<file path="config.mk">
export PLATFORM = sky130hd
export DESIGN_NAME = sfc_strobe_flash_controller
export DESIGN_NICKNAME = d
export VERILOG_FILES = /design/src/hw/sfc_pkg.sv /design/src/hw/sfc_strobe_flash_controller.sv
export SDC_FILE = /design/constraint.sdc
export NUM_CORES = 1
export LEC_CHECK = 0
export CORE_UTILIZATION = 45
export DETAILED_ROUTE_END_ITERATION = 6
export DONT_BUFFER_PORTS = 1
export MAX_ROUTING_LAYER = met4
export PLACE_DENSITY_LB_ADDON = 0.1
export SLEW_MARGIN = 20
export SYNTH_ARGS = -nofsm -noshare
export SYNTH_HDL_FRONTEND = slang
export SYNTH_SLANG_ARGS = --single-unit
</file>
<file path="constraint.sdc">
create_clock -name REF_CLK_I -period 7.9 [get_ports REF_CLK_I]
set_clock_uncertainty 0.1 [all_clocks]
set_input_delay 0.79 -clock REF_CLK_I [delete_from_list [all_inputs] [get_ports REF_CLK_I]]
set_output_delay 0.79 -clock REF_CLK_I [all_outputs]
set_load 0.01 [all_outputs]
</file>
<file path="src/hw/sfc_pkg.sv">
// Strobe flash controller package: register map, field layout, modes, states.
// Assumes an 8-bit register port with 16-bit addresses behind the serial control bus.
package sfc_pkg;
  // Register offsets
  localparam logic [15:0] SFC_ADDR_CTRL = 16'h3b00;
  localparam logic [15:0] SFC_ADDR_DMY_H = 16'h3b02;
  localparam logic [15:0] SFC_ADDR_DMY_L = 16'h3b03;
  localparam logic [15:0] SFC_ADDR_TIMING = 16'h3b04;
  localparam logic [15:0] SFC_ADDR_PWIDTH = 16'h3b05;
  // Reset values
  localparam logic [7:0] SFC_RST_CTRL = 8'h00;
  localparam logic [7:0] SFC_RST_DMY = 8'h00;
  localparam logic [7:0] SFC_RST_TIMING = 8'h00;
  localparam logic [7:0] SFC_RST_PWIDTH = 8'h00;
  // Control register fields
  localparam int SFC_CTRL_REQ = 7;
  localparam int SFC_CTRL_POL = 6;
  localparam int SFC_CTRL_XW_HI = 5;
  localparam int SFC_CTRL_XW_LO = 4;
  localparam int SFC_CTRL_MODE_HI = 2;
  // Timing register fields
  localparam int SFC_TIM_START_SEL = 3;
  localparam int SFC_TIM_REPEAT = 2;
  localparam int SFC_TIM_LAT_HI = 1;
  // Pulse width register fields
  localparam int SFC_PW_STEP_HI = 7;
  localparam int SFC_PW_STEP_LO = 2;
  localparam int SFC_PW_GAIN_HI = 1;
  // LED clock-timed base: 128 clocks
  localparam int SFC_PW_BASE_SHIFT = 7;
  // Exposure fraction bits below whole lines
  localparam int SFC_FRAC_BITS = 4;
  // Flash modes
  localparam logic [2:0] SFC_MODE_XENON = 3'h0;
  localparam logic [2:0] SFC_MODE_LED_SINGLE = 3'h1;
  localparam logic [2:0] SFC_MODE_LED_REPEAT = 3'h2;
  localparam logic [2:0] SFC_MODE_LED_HOLD = 3'h3;
  localparam logic [2:0] SFC_MODE_LED_CLOCK = 3'h4;
  // Default frame delays per mode
  localparam logic [2:0] SFC_DLY_XENON = 3'h3;
  localparam logic [2:0] SFC_DLY_LED = 3'h2;
  localparam logic [2:0] SFC_DLY_OTHER = 3'h1;

  typedef struct packed {
    logic [15:0] addr;
    logic [7:0] wdata;
    logic wr;
    logic rd;
  } sfc_reg_req_s;

  typedef enum logic [1:0] {ST_IDLE, ST_WAIT, ST_PULSE} sfc_state_e;
endpackage : sfc_pkg

</file>
<file path="src/hw/sfc_strobe_flash_controller.sv">
// Strobe flash controller: registers, frame delay, pulse timing, strobe pin.
// Assumes frame and row start pulses from the sensor timing generator, one cycle each.
`timescale 1ns/100ps
module sfc_strobe_flash_controller
  import sfc_pkg::*;
#(
  parameter int DMY_W = 16,
  parameter int WIDTH_CNT_W = 17
) (
  // Clock and reset
  input wire logic REF_CLK_I,
  input wire logic RESETN_I,
  // Register port
  input wire sfc_reg_req_s REG_REQ_I,
  output logic [7:0] REG_RDATA_O,
  // Sensor timing
  input wire logic FRAME_START_I,
  input wire logic ROW_START_I,
  // Flash and exposure
  output logic STROBE_O,
  output logic [DMY_W+SFC_FRAC_BITS-1:0] EXTRA_LINES_O,
  output logic BUSY_O
);

  logic [7:0] ctrl_reg, ctrl_next;
  logic [7:0] dmy_h_reg, dmy_h_next;
  logic [7:0] dmy_l_reg, dmy_l_next;
  logic [7:0] tim_reg, tim_next;
  logic [7:0] pw_reg, pw_next;
  logic lat_set_reg, lat_set_next;
  sfc_state_e state_reg, state_next;
  logic [2:0] frm_reg, frm_next;
  logic [WIDTH_CNT_W-1:0] cnt_reg, cnt_next;
  logic [7:0] rdata_reg, rdata_next;
  logic strobe_reg, strobe_next;
  logic [DMY_W+SFC_FRAC_BITS-1:0] extra_reg, extra_next;
  logic busy_reg, busy_next;

  // Register decode
  wire wr_ctrl = REG_REQ_I.wr && (REG_REQ_I.addr == SFC_ADDR_CTRL);
  wire wr_dmy_h = REG_REQ_I.wr && (REG_REQ_I.addr == SFC_ADDR_DMY_H);
  wire wr_dmy_l = REG_REQ_I.wr && (REG_REQ_I.addr == SFC_ADDR_DMY_L);
  wire wr_tim = REG_REQ_I.wr && (REG_REQ_I.addr == SFC_ADDR_TIMING);
  wire wr_pw = REG_REQ_I.wr && (REG_REQ_I.addr == SFC_ADDR_PWIDTH);

  assign ctrl_next = wr_ctrl ? REG_REQ_I.wdata : ctrl_reg;
  assign dmy_h_next = wr_dmy_h ? REG_REQ_I.wdata : dmy_h_reg;
  assign dmy_l_next = wr_dmy_l ? REG_REQ_I.wdata : dmy_l_reg;
  assign tim_next = wr_tim ? REG_REQ_I.wdata : tim_reg;
  assign pw_next = wr_pw ? REG_REQ_I.wdata : pw_reg;
  assign lat_set_next = lat_set_reg | wr_tim;

  wire [7:0] rd_mux =
    (REG_REQ_I.addr == SFC_ADDR_CTRL) ? ctrl_reg :
    (REG_REQ_I.addr == SFC_ADDR_DMY_H) ? dmy_h_reg :
    (REG_REQ_I.addr == SFC_ADDR_DMY_L) ? dmy_l_reg :
    (REG_REQ_I.addr == SFC_ADDR_TIMING) ? tim_reg :
    (REG_REQ_I.addr == SFC_ADDR_PWIDTH) ? pw_reg : 8'h00;
  assign rdata_next = REG_REQ_I.rd ? rd_mux : rdata_reg;

  // Field views
  wire [2:0] mode = ctrl_reg[SFC_CTRL_MODE_HI:0];
  wire req_on = ctrl_reg[SFC_CTRL_REQ];
  wire req_set = wr_ctrl && REG_REQ_I.wdata[SFC_CTRL_REQ] && !req_on;
  wire req_end = wr_ctrl && !REG_REQ_I.wdata[SFC_CTRL_REQ];
  wire is_xenon = (mode == SFC_MODE_XENON);
  wire is_led12 = (mode == SFC_MODE_LED_SINGLE) || (mode == SFC_MODE_LED_REPEAT);
  wire is_hold = (mode == SFC_MODE_LED_HOLD);
  wire is_clock = (mode == SFC_MODE_LED_CLOCK);
  wire mode_ok = is_xenon || is_led12 || is_hold || is_clock;
  wire [2:0] wr_mode = REG_REQ_I.wdata[SFC_CTRL_MODE_HI:0];
  wire wmode_ok = (wr_mode <= SFC_MODE_LED_CLOCK);
  wire next_hold = (ctrl_next[SFC_CTRL_MODE_HI:0] == SFC_MODE_LED_HOLD);
  wire [DMY_W-1:0] dmy = {dmy_h_reg, dmy_l_reg};

  // Frame delay: per-mode default until the latency field is written
  wire [2:0] lat_dly = {1'b0, tim_reg[SFC_TIM_LAT_HI:0]} + 3'h1;
  wire [2:0] mode_dly = is_xenon ? SFC_DLY_XENON :
    is_led12 ? SFC_DLY_LED : SFC_DLY_OTHER;
  wire [2:0] dly = lat_set_reg ? lat_dly : mode_dly;
  wire dly_hit = FRAME_START_I && (frm_reg == dly - 3'h1);

  // Pulse width loads
  wire [WIDTH_CNT_W-1:0] xw_load =
    WIDTH_CNT_W'(ctrl_reg[SFC_CTRL_XW_HI:SFC_CTRL_XW_LO]) + 1'b1;
  wire [WIDTH_CNT_W-1:0] dw_load =
    (dmy == '0) ? WIDTH_CNT_W'(1) : WIDTH_CNT_W'(dmy);
  wire [WIDTH_CNT_W-1:0] cw_load =
    WIDTH_CNT_W'((WIDTH_CNT_W'(pw_reg[SFC_PW_STEP_HI:SFC_PW_STEP_LO]) + 1'b1)
    << (SFC_PW_BASE_SHIFT + pw_reg[SFC_PW_GAIN_HI:0]));
  wire [WIDTH_CNT_W-1:0] w_load = is_xenon ? xw_load : is_clock ? cw_load : dw_load;

  // Width ticks: rows for xenon and LED lines, clocks for clock-timed
  wire tick = is_clock ? 1'b1 : ROW_START_I;
  wire pulse_done = !is_hold && tick && (cnt_reg == WIDTH_CNT_W'(1));
  wire again = req_on && !req_end && (is_led12 || tim_reg[SFC_TIM_REPEAT]);

  // Sequencer
  always_comb begin
    state_next = state_reg;
    frm_next = frm_reg;
    cnt_next = cnt_reg;
    case (state_reg)
      ST_IDLE: begin
        if (req_set && wmode_ok) begin
          frm_next = 3'h0;
          if (wr_mode == SFC_MODE_LED_HOLD) begin
            state_next = ST_PULSE;
          end else begin
            state_next = ST_WAIT;
          end
        end
      end
      ST_WAIT: begin
        if (dly_hit) begin
          state_next = ST_PULSE;
          cnt_next = w_load;
        end else if (FRAME_START_I) begin
          frm_next = frm_reg + 3'h1;
        end
      end
      ST_PULSE: begin
        if (is_hold) begin
          if (req_end) begin
            state_next = ST_IDLE;
          end
        end else if (pulse_done) begin
          frm_next = 3'h0;
          state_next = again ? ST_WAIT : ST_IDLE;
        end else if (tick) begin
          cnt_next = cnt_reg - 1'b1;
        end
      end
      default: begin
        state_next = ST_IDLE;
      end
    endcase
  end

  // Output drive
  assign strobe_next = (state_next == ST_PULSE) ^ ctrl_next[SFC_CTRL_POL];
  assign extra_next = (state_next != ST_IDLE && !next_hold) ?
    {dmy, {SFC_FRAC_BITS{1'b0}}} : '0;
  assign busy_next = (state_next != ST_IDLE);

  always_ff @(posedge REF_CLK_I or negedge RESETN_I) begin
    if (!RESETN_I) begin
      ctrl_reg <= SFC_RST_CTRL;
      dmy_h_reg <= SFC_RST_DMY;
      dmy_l_reg <= SFC_RST_DMY;
      tim_reg <= SFC_RST_TIMING;
      pw_reg <= SFC_RST_PWIDTH;
      lat_set_reg <= 1'b0;
      rdata_reg <= 8'h00;
    end else begin
      ctrl_reg <= ctrl_next;
      dmy_h_reg <= dmy_h_next;
      dmy_l_reg <= dmy_l_next;
      tim_reg <= tim_next;
      pw_reg <= pw_next;
      lat_set_reg <= lat_set_next;
      rdata_reg <= rdata_next;
    end
  end

  always_ff @(posedge REF_CLK_I or negedge RESETN_I) begin
    if (!RESETN_I) begin
      state_reg <= ST_IDLE;
      frm_reg <= 3'h0;
      cnt_reg <= '0;
      strobe_reg <= 1'b0;
      extra_reg <= '0;
      busy_reg <= 1'b0;
    end else begin
      state_reg <= state_next;
      frm_reg <= frm_next;
      cnt_reg <= cnt_next;
      strobe_reg <= strobe_next;
      extra_reg <= extra_next;
      busy_reg <= busy_next;
    end
  end

  assign REG_RDATA_O = rdata_reg;
  assign STROBE_O = strobe_reg;
  assign EXTRA_LINES_O = extra_reg;
  assign BUSY_O = busy_reg;

  // Checks
  // Check-side frame count while waiting
  logic [2:0] chk_frm_reg, chk_frm_next;
  assign chk_frm_next = (state_reg != ST_WAIT) ? 3'h0 :
    FRAME_START_I ? chk_frm_reg + 3'h1 : chk_frm_reg;
  always_ff @(posedge REF_CLK_I or negedge RESETN_I) begin
    if (!RESETN_I) begin
      chk_frm_reg <= 3'h0;
    end else begin
      chk_frm_reg <= chk_frm_next;
    end
  end

  a_pol_level:
    assert property (@(posedge REF_CLK_I) disable iff (!RESETN_I)
      STROBE_O == ((state_reg == ST_PULSE) ^ ctrl_reg[SFC_CTRL_POL]))
    else $error("strobe level does not match state and polarity");
  a_idle_inactive:
    assert property (@(posedge REF_CLK_I) disable iff (!RESETN_I)
      (state_reg == ST_IDLE) |-> (STROBE_O == ctrl_reg[SFC_CTRL_POL]) && !BUSY_O)
    else $error("strobe active while idle");
  a_bad_mode:
    assert property (@(posedge REF_CLK_I) disable iff (!RESETN_I)
      (state_reg == ST_IDLE) && !mode_ok && !wr_ctrl |=> (state_reg == ST_IDLE))
    else $error("undefined mode left idle");
  a_req_arms:
    assert property (@(posedge REF_CLK_I) disable iff (!RESETN_I)
      (state_reg == ST_IDLE) && req_set && REG_REQ_I.wdata[SFC_CTRL_MODE_HI:0]
      == SFC_MODE_XENON |=> (state_reg == ST_WAIT) && ctrl_reg[SFC_CTRL_REQ])
    else $error("request did not arm the sequencer");
  a_frame_delay:
    assert property (@(posedge REF_CLK_I) disable iff (!RESETN_I)
      (state_reg == ST_WAIT) && FRAME_START_I && (frm_reg == dly - 3'h1)
      |=> (state_reg == ST_PULSE) && (STROBE_O != ctrl_reg[SFC_CTRL_POL]))
    else $error("strobe missed its frame");
  a_default_delay:
    assert property (@(posedge REF_CLK_I) disable iff (!RESETN_I)
      !lat_set_reg |-> (dly == (is_xenon ? 3'h3 : is_led12 ? 3'h2 : 3'h1)))
    else $error("per-mode frame delay wrong");
  a_width_end:
    assert property (@(posedge REF_CLK_I) disable iff (!RESETN_I)
      (state_reg == ST_PULSE) && !is_hold && tick && (cnt_reg == 1) && !again
      |=> (state_reg == ST_IDLE))
    else $error("pulse did not end on width");
  a_clock_width:
    assert property (@(posedge REF_CLK_I) disable iff (!RESETN_I)
      (state_reg == ST_WAIT) && dly_hit && is_clock && (pw_reg == 8'h00)
      |=> (cnt_reg == 128))
    else $error("clock-timed width load wrong");
  a_led_repeat:
    assert property (@(posedge REF_CLK_I) disable iff (!RESETN_I)
      (state_reg == ST_PULSE) && pulse_done && is_led12 && req_on && !wr_ctrl
      |=> (state_reg == ST_WAIT) && (frm_reg == 3'h0))
    else $error("LED pulse did not repeat");
  a_hold_lines:
    assert property (@(posedge REF_CLK_I) disable iff (!RESETN_I)
      (state_reg == ST_PULSE) && is_hold && !wr_ctrl
      |=> (state_reg == ST_PULSE) && (EXTRA_LINES_O == '0))
    else $error("hold mode dropped strobe or added lines");
  a_mode_refused:
    assert property (@(posedge REF_CLK_I) disable iff (!RESETN_I)
      (state_reg == ST_IDLE) && wr_ctrl && !wmode_ok |=> (state_reg == ST_IDLE))
    else $error("undefined mode started a strobe");
  a_hold_start:
    assert property (@(posedge REF_CLK_I) disable iff (!RESETN_I)
      (state_reg == ST_IDLE) && req_set && (wr_mode == SFC_MODE_LED_HOLD)
      |=> (state_reg == ST_PULSE) && (STROBE_O != ctrl_reg[SFC_CTRL_POL]))
    else $error("hold request did not raise the strobe");
  a_hold_end:
    assert property (@(posedge REF_CLK_I) disable iff (!RESETN_I)
      (state_reg == ST_PULSE) && is_hold && req_end |=> (state_reg == ST_IDLE))
    else $error("hold strobe did not end on request");
  a_busy_match:
    assert property (@(posedge REF_CLK_I) disable iff (!RESETN_I)
      BUSY_O == (state_reg != ST_IDLE))
    else $error("busy flag does not match sequencer");
  a_extra_level:
    assert property (@(posedge REF_CLK_I) disable iff (!RESETN_I)
      (state_reg != ST_IDLE) && !is_hold && $stable(dmy) |-> (EXTRA_LINES_O == {dmy, 4'h0}))
    else $error("extra lines do not match dummy count");
  a_extra_idle:
    assert property (@(posedge REF_CLK_I) disable iff (!RESETN_I)
      (state_reg == ST_IDLE) |-> (EXTRA_LINES_O == '0))
    else $error("extra lines added while idle");
  a_frac_zero:
    assert property (@(posedge REF_CLK_I) disable iff (!RESETN_I)
      EXTRA_LINES_O[SFC_FRAC_BITS-1:0] == '0)
    else $error("fraction bits of extra lines not zero");
  a_xenon_rows:
    assert property (@(posedge REF_CLK_I) disable iff (!RESETN_I)
      (state_reg == ST_PULSE) && is_xenon && ROW_START_I && (cnt_reg > 1) |=> (state_reg == ST_PULSE))
    else $error("xenon pulse ended early");
  a_no_early:
    assert property (@(posedge REF_CLK_I) disable iff (!RESETN_I)
      (state_reg == ST_WAIT) && FRAME_START_I && (chk_frm_reg + 3'h1 < dly)
      |=> (state_reg == ST_WAIT))
    else $error("strobe fired before its frame");
  a_lat_override:
    assert property (@(posedge REF_CLK_I) disable iff (!RESETN_I)
      lat_set_reg && (tim_reg[SFC_TIM_LAT_HI:0] == 2'b11) |-> (dly == 3'h4))
    else $error("latency field not applied");

endmodule : sfc_strobe_flash_controller

</file>
; ---- After elaboration in Yosys (flattened, before gate mapping)
; Cells that the tools add are included.
[totals]
latchBits = 0
mem_bits_ro = 0
ram_bits = 0
output_inout_bits = 30
memories = 0
register_bits = 93
[classes]
n_div = 0
bitwise_logic = 2
muxes = 33
n_lt_le_gt_ge = 1
n_eq_ne = 24
shifts = 1
reduce_logical = 30
mul = 0
add_sub_neg = 7
[ops]
columns = operator, count
row1 = 2-to-1 mux 17 bit, 6
row2 = == test 16 x 14 -> 1 bit (second input constant), 5
row3 = 2-to-1 mux 8 bit, 5
row4 = one-hot mux 17 bit (2 select lines), 1
row5 = 2-to-1 mux 20 bit, 1
row6 = 2-to-1 mux 3 bit, 6
row7 = == test 17 x 1 -> 1 bit (second input constant), 1
row8 = << shifter 7 x 4 -> 17 bit, 1
row9 = subtractor 17 x 1 -> 17 bit (second input constant), 1
row10 = logical NOT 16 bit, 1
row11 = 2-to-1 mux 16 bit, 1
row12 = 2-to-1 mux 2 bit, 8
row13 = != test 2 bit (second input constant), 8
row14 = logical AND 1 bit, 15
row15 = == test 3 x 2 -> 1 bit (second input constant), 4
row16 = one-hot mux 3 bit (3 select lines), 1
row17 = adder 6 x 1 -> 7 bit (second input constant), 1
row18 = 2-to-1 mux 7 bit, 1
row19 = adder 2 x 1 -> 3 bit (second input constant), 2
row20 = one-hot mux 2 bit (3 select lines), 1
row21 = AND reduction 6 bit, 1
row22 = logical NOT 1 bit, 5
row23 = AND reduction 5 bit, 1
row24 = adder 3 x 2 -> 4 bit (first input constant), 1
row25 = 16 further kinds, 20

; ---- Longest topological paths before layout
; Gate-level depths: netlist (run 1).
[logic_depth]
depth_word = 13
ltp_mapped = 11
mapped_depth_nobuf = 9

; ---- Least setup slack after synthesis (run 1)
; Ideal clock, no wire load.
[synth_timing]
kind = input-to-reg
start = in REG_REQ_I[25] (netlist name)
end = reg extra_reg[10] (netlist: EXTRA_LINES_O[10])
arrival_time_ns = 2.979
path_buffers = 2
cell_stages = 8
required_ns = 7.680
path_slack_ns = 4.702
path_cell_list = or4_4 -> or4_4 -> nor3_2 -> o32ai_1 -> or4_1 -> buf_2 -> buf_6 -> and3_1
[synth_via]
elab_chain_cells = 13
elab_cells_between_ends = 21
[synth_rtl]
columns = element, line
row1 = start: declaration, sfc_strobe_flash_controller.sv:14  ; input wire sfc_reg_req_s REG_REQ_I,
row2 = == test 16 x 14 -> 1 bit (*), sfc_strobe_flash_controller.sv:40  ; wire wr_ctrl = REG_REQ_I.wr && (REG_REQ_I.addr == SFC_ADDR_CTRL);
row3 = logical AND 1 bit (*), sfc_strobe_flash_controller.sv:40
row4 = logical AND 1 bit, sfc_strobe_flash_controller.sv:65  ; wire req_end = wr_ctrl && !REG_REQ_I.wdata[SFC_CTRL_REQ];
row5 = logical NOT 1 bit, sfc_strobe_flash_controller.sv:96  ; wire again = req_on && !req_end && (is_led12 || tim_reg[SFC_TIM_REPEAT]);
row6 = logical AND 1 bit (2 in a row), sfc_strobe_flash_controller.sv:96
row7 = 2-to-1 mux 1 bit, sfc_strobe_flash_controller.sv:129  ; state_next = again ? ST_WAIT : ST_IDLE;
row8 = 2-to-1 mux 2 bit, sfc_strobe_flash_controller.sv:127  ; end else if (pulse_done) begin
row9 = 2-to-1 mux 2 bit, sfc_strobe_flash_controller.sv:123  ; if (is_hold) begin
row10 = one-hot mux 2 bit (3 select lines) (*), sfc_strobe_flash_controller.sv:103  ; case (state_reg)
row11 = nonzero test 2 bit (*), --
row12 = named net busy_next, sfc_strobe_flash_controller.sv:37  ; logic busy_reg, busy_next;
row13 = logical AND 1 bit (*), sfc_strobe_flash_controller.sv:142  ; assign extra_next = (state_next != ST_IDLE && !next_hold) ?
row14 = 2-to-1 mux 20 bit (*), sfc_strobe_flash_controller.sv:142
row15 = named net extra_next[10], sfc_strobe_flash_controller.sv:36  ; logic [DMY_W+SFC_FRAC_BITS-1:0] extra_reg, extra_next;
row16 = end signal: assignment, sfc_strobe_flash_controller.sv:179  ; extra_reg <= extra_next;
row17 = end: declaration, sfc_strobe_flash_controller.sv:36
; Mark *: on every way through the listed nets, which the timed path passes. The rest lies on a longest branch.
; A chain may end at the register's enable or synchronous reset.

; ---- Final worst setup path (run 1)
[layout_timing]
start = reg pw_reg[0]
end = reg cnt_reg[10]
[layout_via]
elab_chain_cells = 6
[layout_rtl]
columns = element, line
row1 = start: declaration, sfc_strobe_flash_controller.sv:29  ; logic [7:0] pw_reg, pw_next;
row2 = start signal: assignment, sfc_strobe_flash_controller.sv:160  ; pw_reg <= pw_next;
row3 = adder 3 x 2 -> 4 bit, sfc_strobe_flash_controller.sv:90  ; << (SFC_PW_BASE_SHIFT + pw_reg[SFC_PW_GAIN_HI:0]));
row4 = << shifter 7 x 4 -> 17 bit, sfc_strobe_flash_controller.sv:89  ; WIDTH_CNT_W'((WIDTH_CNT_W'(pw_reg[SFC_PW_STEP_HI:SFC_PW_STEP_LO]) + 1'b1)
row5 = 2-to-1 mux 17 bit (2 in a row), sfc_strobe_flash_controller.sv:91  ; wire [WIDTH_CNT_W-1:0] w_load = is_xenon ? xw_load : is_clock ? cw_load : dw_load;
row6 = 2-to-1 mux 17 bit, sfc_strobe_flash_controller.sv:115  ; if (dly_hit) begin
row7 = one-hot mux 17 bit (2 select lines), sfc_strobe_flash_controller.sv:103
row8 = end signal: assignment, sfc_strobe_flash_controller.sv:177  ; cnt_reg <= cnt_next;
row9 = end: declaration, sfc_strobe_flash_controller.sv:33  ; logic [WIDTH_CNT_W-1:0] cnt_reg, cnt_next;
; No other way between the ends. The select of a mux whose other input is x is not followed.

==> flow_metrics.tcl, run 1 <==
set metrics [dict create \
    synthArstFlopShare_pct 100.0 \
    routed_wl_mm 14.22 \
    utilization_pct 49.40 \
    dpl_cell_area_mm2 0.005308 \
    ys.warnings.count 0 \
    drt_iter0_drc 365 \
    ant_nets 0 \
    routedWlPerCell_um 21.15 \
    switchingPower_mw 0.4372 \
    synth.avg_cell_area_um2 9.666 \
    cp.arrival_ns 3.43 \
    synth_ff_type "dfrtp_1" \
    numCtsBuffers 9 \
    power.leakage_nw 2.537 \
    worst_pin_slew_ns 0.9458 \
    fp.dieW_um 110 \
    crit_start "pw_reg[0]" \
    dieArea_mm2 0.01210 \
    crit_path_max_fanout 20 \
    nets 562 \
    clkLatencyLatePin_ns 0.35 \
    grt_pass1_vias 4038 \
    intPower_mw 0.8563 \
    cts_root_buffer "clkbuf_16" \
    final_cell_mix "dfrtp_1 (89), mux2_2 (58), nor2_1 (50)" \
    netlist_area_mm2 0.005249 \
    syn_inst 543 \
    critical_path_class "flip-flop to flip-flop" \
    power_density_mw_per_mm2 230.3 \
    vdd_drop_max_mv 0.2003 \
    status "finished clean" \
    htreeDepth 3 \
    startpoint_type "flip-flop" \
    setup_viol 0 \
    dp_hpwl_mm 10.25 \
    port_buffers 0 \
    grt_max_degree 90 \
    switching_share_pct 33.80 \
    drc 0 \
    clk_pin_slew_worst_paths_ns 0.07 \
    rsz0062_at_grt "no" \
    coreArea_mm2 0.01137 \
    cp-end-kind "flip-flop" \
    final_common_cell "dfrtp_1" \
    min_path_type "input port to async pin" \
    diodes 0 \
    slew_headroom_pct 36.94 \
    fin_crit_sh_pct 41.79 \
    ios 60 \
    fin_area_mm2 0.005617 \
    cts_tree "built" \
    finalSetupTns_ns 0 \
    clockBufferDepth 2 \
    fmax_mhz 302.9 \
    cts_resized 0 \
    synth-edff-count 0 \
    crit_required_ns 8.03 \
    maxCapViolCount 0 \
    combPwrFrac_pct 22.4 \
    final_hold_viol_count 0 \
    place_congestion 0.8794 \
    drive_above_1_share_pct 17.20 \
    dr.pass1.iters 5 \
    viasPerCell 6.433 \
    ys_seq_area_share_pct 42.43 \
    syn_to_final_growth_pct 7.008 \
    yosysUniqueCellTypes 66 \
    vias 4323 \
    rows 39 \
    seq_power_share_pct 43.0 \
    p_clk_share_pct 34.6 \
    drv_slew 0 \
    gr-total-overflow 0 \
    ys_ff_latch 89 \
    r2r-start "pw_reg[0]" \
    start_util_pct 46.16 \
    antenna_found_initial 0 \
    die_y_um 110 \
    layout_min_cycle_time_ns 3.301 \
    cts_hold_buffers 0 \
    largest_reg_flops 17 \
    cts.sinks 89 \
    postCtsSetupBuffers 0 \
    grt_pass1_wl_mm 22.67 \
    track_usage_pct 25.96 \
]
power groups by stage:
stage	Clock, mW	Combinational [mW]	Sequential (mW)
2_1_floorplan	0	0.234	0.545
3_3_place_gp	0	0.283	0.562
3_5_place_dp	0	0.285	0.563
4_1_cts	0.458	0.286	0.554
5_1_grt	0.475	0.321	0.566
6_report	0.448	0.290	0.556
final cells by class:
type | count | area (µm²)
fill | 1071 | 5753
multi-input combinational | 411 | 2838
sequential | 89 | 2227
clock buffer | 9 | 225.2
tap | 143 | 178.9
clock inverter | 7 | 83.83
inverter | 9 | 33.78
timing repair buffer | 4 | 30.03
critical path, stage by stage, from the launching register on:
cell and delay (ns):
dfrtp_1 0.69, inv_1 0.27, ha_1 0.65, clkinv_1 0.38, a31o_2 0.35, or3_1 0.30
o311a_1 0.13, o32a_1 0.32
per-layer routing:
metal	vias up	track usage, %	share of wire, %
met1	2090	38.30	47
met4	0	9.429	3.1
met3	30	4.350	7.4
li1	2004	-	-
met2	199	35.36	42
met5	-	-	0
logic make-up (layout without fill, tap and decap cells):
kind of cell / count (synthesis) / in the layout / share of synthesized area (%)
other cells: 1 / 4 / 0.07145
fa+ha+maj: 8 / 8 / 1.907
simple gates: 195 / 195 / 19.79
flops: 89 / 89 / 42.43
mux: 63 / 63 / 13.40
buf+inv: 46 / 29 / 3.790
compound gates: 134 / 134 / 17.45
xor+xnor: 7 / 7 / 1.168
through the flow:
| step | setup slack [ns] | hold slack, ns | instances | power (mW) |
|---|---|---|---|---|
| 6_report | 4.599 | 0.02835 | 672 | 1.294 |
| 5_1_grt | 4.359 | 0.01956 | 672 | 1.362 |
| 4_1_cts | 4.613 | 0.02030 | 672 | 1.299 |
| 3_5_place_dp | 4.498 | 0.3897 | 656 | 0.8472 |
| 3_3_place_gp | 4.565 | 0.3842 | 656 | 0.8459 |
| 2_1_floorplan | 4.702 | 0.3700 | 546 | 0.7792 |
cells in the mapped netlist (all sizes together), types with 3 or more instances:
library cell | count | share of area, %
nand4 | 5 | 0.60
a21oi | 33 | 3.1
nor2b | 7 | 0.83
ha | 8 | 1.9
nand2 | 29 | 2.1
nor3b | 5 | 0.72
mux2 | 58 | 12
a211oi | 6 | 0.86
o21a | 3 | 0.43
mux2i | 5 | 0.95
a22o | 3 | 0.50
nand3 | 10 | 0.95
nand2b | 9 | 1.1
o31ai | 5 | 0.72
a311oi | 3 | 0.62
a222oi | 7 | 1.3
clkbuf | 26 | 1.9
o22a | 3 | 0.50
xnor2 | 5 | 0.83
or4 | 6 | 1.0
or3 | 5 | 0.60
o21ai | 26 | 2.5
o211ai | 7 | 1.0
a31oi | 7 | 0.83
a21boi | 4 | 0.57
a32oi | 3 | 0.50
nor3 | 17 | 1.7
a221oi | 4 | 0.67
buf | 11 | 1.3
inv | 8 | 0.57
and3 | 22 | 2.6
nor2 | 50 | 3.6
nand3b | 3 | 0.43
dfrtp | 89 | 42
nor4 | 14 | 1.7
or2 | 5 | 0.60
worst paths after layout:
check                          endpoint  slack (ns)  depth (start not counted)
max                         cnt_reg[10]        4.60                          7
min                         cnt_reg[13]        0.03                          0
max reg2reg                 cnt_reg[10]        4.60                          7
max in group asynchronous  dmy_h_reg[3]        7.53                          0
min reg2reg                  tim_reg[5]        0.40                          1
min in group REF_CLK_I       tim_reg[5]        0.40                          1
Note: power is estimated with default switching activity, not from simulation.
==> run 2: changes to the inputs <==
- ABC_AREA: default -> 1
- clock period: 7.9 -> 2.76 ns (I/O delays scaled with it)
==> run 2 against run 1 <==
Net effect:
- first-iteration DRC count fell by 36%
- sequential power increased by 140%
- sequential cell count unchanged
- routed wire length shrank 0.42%
- register-to-register slack lost 4.3 ns
- die area shrank 1.0%
- total power up 100%
- hold slack improved by 0.035 ns
- global-route usage rose by 0.79 points
- via count rose by 8.3%
- utilization grew 2.4 points
- largest power group unchanged
- highest routed layer unchanged
==> flow_metrics.tcl, run 2 <==
set metrics [dict create \
    worst_path_max_delay_cell "dfrtp_2" \
    dieArea_mm2 0.01198 \
    instances_no_fill 865 \
    rsz0062_at_grt "no" \
    drt_iter0_drc 232 \
    finalSetupTns_ns 0 \
    antenna_found_initial 0 \
    clkLatencyLatePin_ns 0.35 \
    place_congestion 0.8931 \
    dp_hpwl_mm 10.54 \
    coreArea_mm2 0.01103 \
    clk_pin_slew_worst_paths_ns 0.06 \
    synth_ff_type "dfrtp_1" \
    synth.avg_cell_area_um2 7.307 \
    drv_slew 0 \
    synth_top_cell_area_share_pct 42.87 \
    use_met1_pct 33.98 \
    drc 0 \
    htreeDepth 3 \
    critPathMaxStageDelay_ns 0.45 \
    crit_required_ns 2.89 \
    fp.dieW_um 109.4 \
    ant_nets 0 \
    grt_pass1_wl_mm 23.22 \
    slew_headroom_pct 57.07 \
    cts_root_buffer "clkbuf_16" \
    cts.sinks 89 \
    fmax_mhz 402.7 \
    min_path_type "input port to flip-flop" \
    status "finished clean" \
    power.leakage_nw 2.676 \
    vias 4683 \
    cts_tree "built" \
    nets 758 \
    fillers 1136 \
    fin_crit_sh_pct 89.96 \
    synthTopCellsByCount "nand2_1 (205), dfrtp_1 (89), inv_1 (89), nor2_1 (76), o21ai_0 (60)" \
    worst_pin_slew_ns 0.6420 \
    syn_inst 711 \
    final_hold_viol_count 0 \
    cp.arrival_ns 2.61 \
    start_util_pct 47.10 \
    r2r_slack_ns 0.28 \
    ff2ff_path_depth 18 \
    dr.pass1.iters 4 \
    synth-edff-count 0 \
    clockBufferDepth 2 \
    ys_seq_area_share_pct 42.87 \
    yosysMostFrequentCell "nand2_1" \
    global_route.usage.met2_pct 41.87 \
    layout_min_cycle_time_ns 2.483 \
    drive_above_1_share_pct 9.379 \
    worst_hold_path.endpoint "dmy_h_reg[4]" \
    track_usage_pct 26.75 \
    yosysTopAreaCell "dfrtp_1" \
    setup_viol 0 \
    rows 38 \
    gr-total-overflow 0 \
    startpoint_type "flip-flop" \
    grt_max_degree 90 \
    syn_to_final_growth_pct 10.02 \
    yosysUniqueCellTypes 38 \
    gr-max-usage-layer "met2" \
    critical_path_class "flip-flop to flip-flop" \
    crit_top_cell "nand2_1" \
    routed_wl_mm 14.16 \
    crit_path_max_fanout 16 \
    numCtsBuffers 9 \
    worstHoldPathCells 2 \
    port_buffers 0 \
    r2r-end "EXTRA_LINES_O[6]" \
    viasPerCell 5.414 \
    power_density_mw_per_mm2 462.0 \
    netlist_area_mm2 0.005195 \
    synthTopCellsByArea "dfrtp_1 (43%), nand2_1 (15%), inv_1 (6.4%)" \
    die_y_um 109.4 \
    crit_buf_inv 3 \
    crit_chain "inv_1 > nand2_4 > nand4_2 > nand2_1 > ha_1 > nand2_1 > nand2_1 > nor2_1 > nand2_1 > nor2_2 > nand3_1 > nand2_1 > nand2_1 > inv_1 > nand2_2 > o21bai_4 > buf_12 > nor2_1" \
    place_inst 844 \
    largest_reg_flops 17 \
    final_common_cell "nand2_1" \
    diodes 0 \
    grt_use_met3_pct 5.276 \
    cp_top_family "simple AND/OR/NAND/NOR gates" \
    ys.warnings.count 0 \
    ios 60 \
    final_cell_mix "nand2_1 (205), inv_1 (89), dfrtp_1 (88)" \
    ys_ff_latch 89 \
    cp-end-kind "flip-flop" \
    routedWlPerCell_um 16.36 \
    grt_pass1_vias 4587 \
    synthArstFlopShare_pct 100.0 \
    r2r-start "ctrl_reg[1]" \
    maxCapViolCount 0 \
    vdd_drop_max_mv 0.3772 \
    worstHoldStart "REG_REQ_I[6]" \
]
run 2: worst max path at each step:
stage	start	endpoint	slack [ns]	cells past startpoint
after floorplan	ctrl_reg[1]	EXTRA_LINES_O[11]	0.42	18
after global placement	ctrl_reg[1]	cnt_reg[10]	0.23	15
after detailed placement	ctrl_reg[1]	cnt_reg[6]	0.13	15
after CTS	ctrl_reg[1]	cnt_reg[10]	0.10	15
after global routing	ctrl_reg[1]	cnt_reg[5]	0.01	15
final	ctrl_reg[1]	EXTRA_LINES_O[6]	0.28	18
run 2: metrics by stage:
stage / cell area [µm²] / utilization [%] / hold WS [ns] / total power [mW] / setup slack, ns
final: 5715 / 51.81 / 0.06297 / 2.640 / 0.2770
after global placement: 5338 / 48.39 / -0.1175 / 1.368 / 0.2311
after CTS: 5692 / 51.60 / 0.06239 / 2.669 / 0.1015
after detailed placement: 5338 / 48.39 / -0.1171 / 1.369 / 0.1256
after floorplan: 5206 / - / -0.1196 / 1.365 / 0.4244
after global routing: 5715 / 51.81 / 0.07110 / 2.727 / 0.01227
run 2: timing repair:
item,in CTS,in global routing
hold endpoints to repair,97,0
gates resized for setup,0,3
hold buffers,3,0
setup buffers,0,2
setup endpoints to repair,0,26
run 2: cells by family after synthesis:
| family | synth area share [%] |
|---|---|
| other cells | 0.07219 |
| xor+xnor | 1.180 |
| compound gates | 12.21 |
| flops | 42.87 |
| fa+ha+maj | 1.927 |
| buf+inv | 8.815 |
| simple gates | 32.92 |
run 2: metal layers:
metal	wire, µm	share of wire (%)
met1	6246	44
met5	0	0
met2	6636	47
met4	388	2.7
met3	884	6.2
run 2: worst register-to-register path, cell delays in order (launching register included):
cell      delay (ns)
dfrtp_2         0.45
inv_1           0.14
nand2_4         0.12
nand4_2         0.11
nand2_1         0.06
ha_1            0.30
nand2_1         0.07
nand2_1         0.04
nor2_1          0.08
nand2_1         0.08
nor2_2          0.12
nand3_1         0.09
nand2_1         0.06
nand2_1         0.05
inv_1           0.06
nand2_2         0.08
o21bai_4        0.13
buf_12          0.17
nor2_1          0.06
run 2: final cells by class:
cell class / count / area (µm²) / area share, %
multi-input cells: 515 / 2529 / 44.24
flip-flops and latches: 89 / 2228 / 38.99
inverters: 93 / 349.1 / 6.108
clock buffers: 10 / 239.0 / 4.181
well taps: 140 / 175.2 / 3.065
repair buffers: 12 / 127.6 / 2.233
clock inverters: 6 / 67.56 / 1.182
run 2: report_power, final:
group	internal [mW]	leakage [nW]	switching (mW)
Combinational	0.0148	1.32	0.0575
Clock	0.728	0.145	0.535
Sequential	1.30	1.22	0.000666
Total	2.05	2.68	0.593
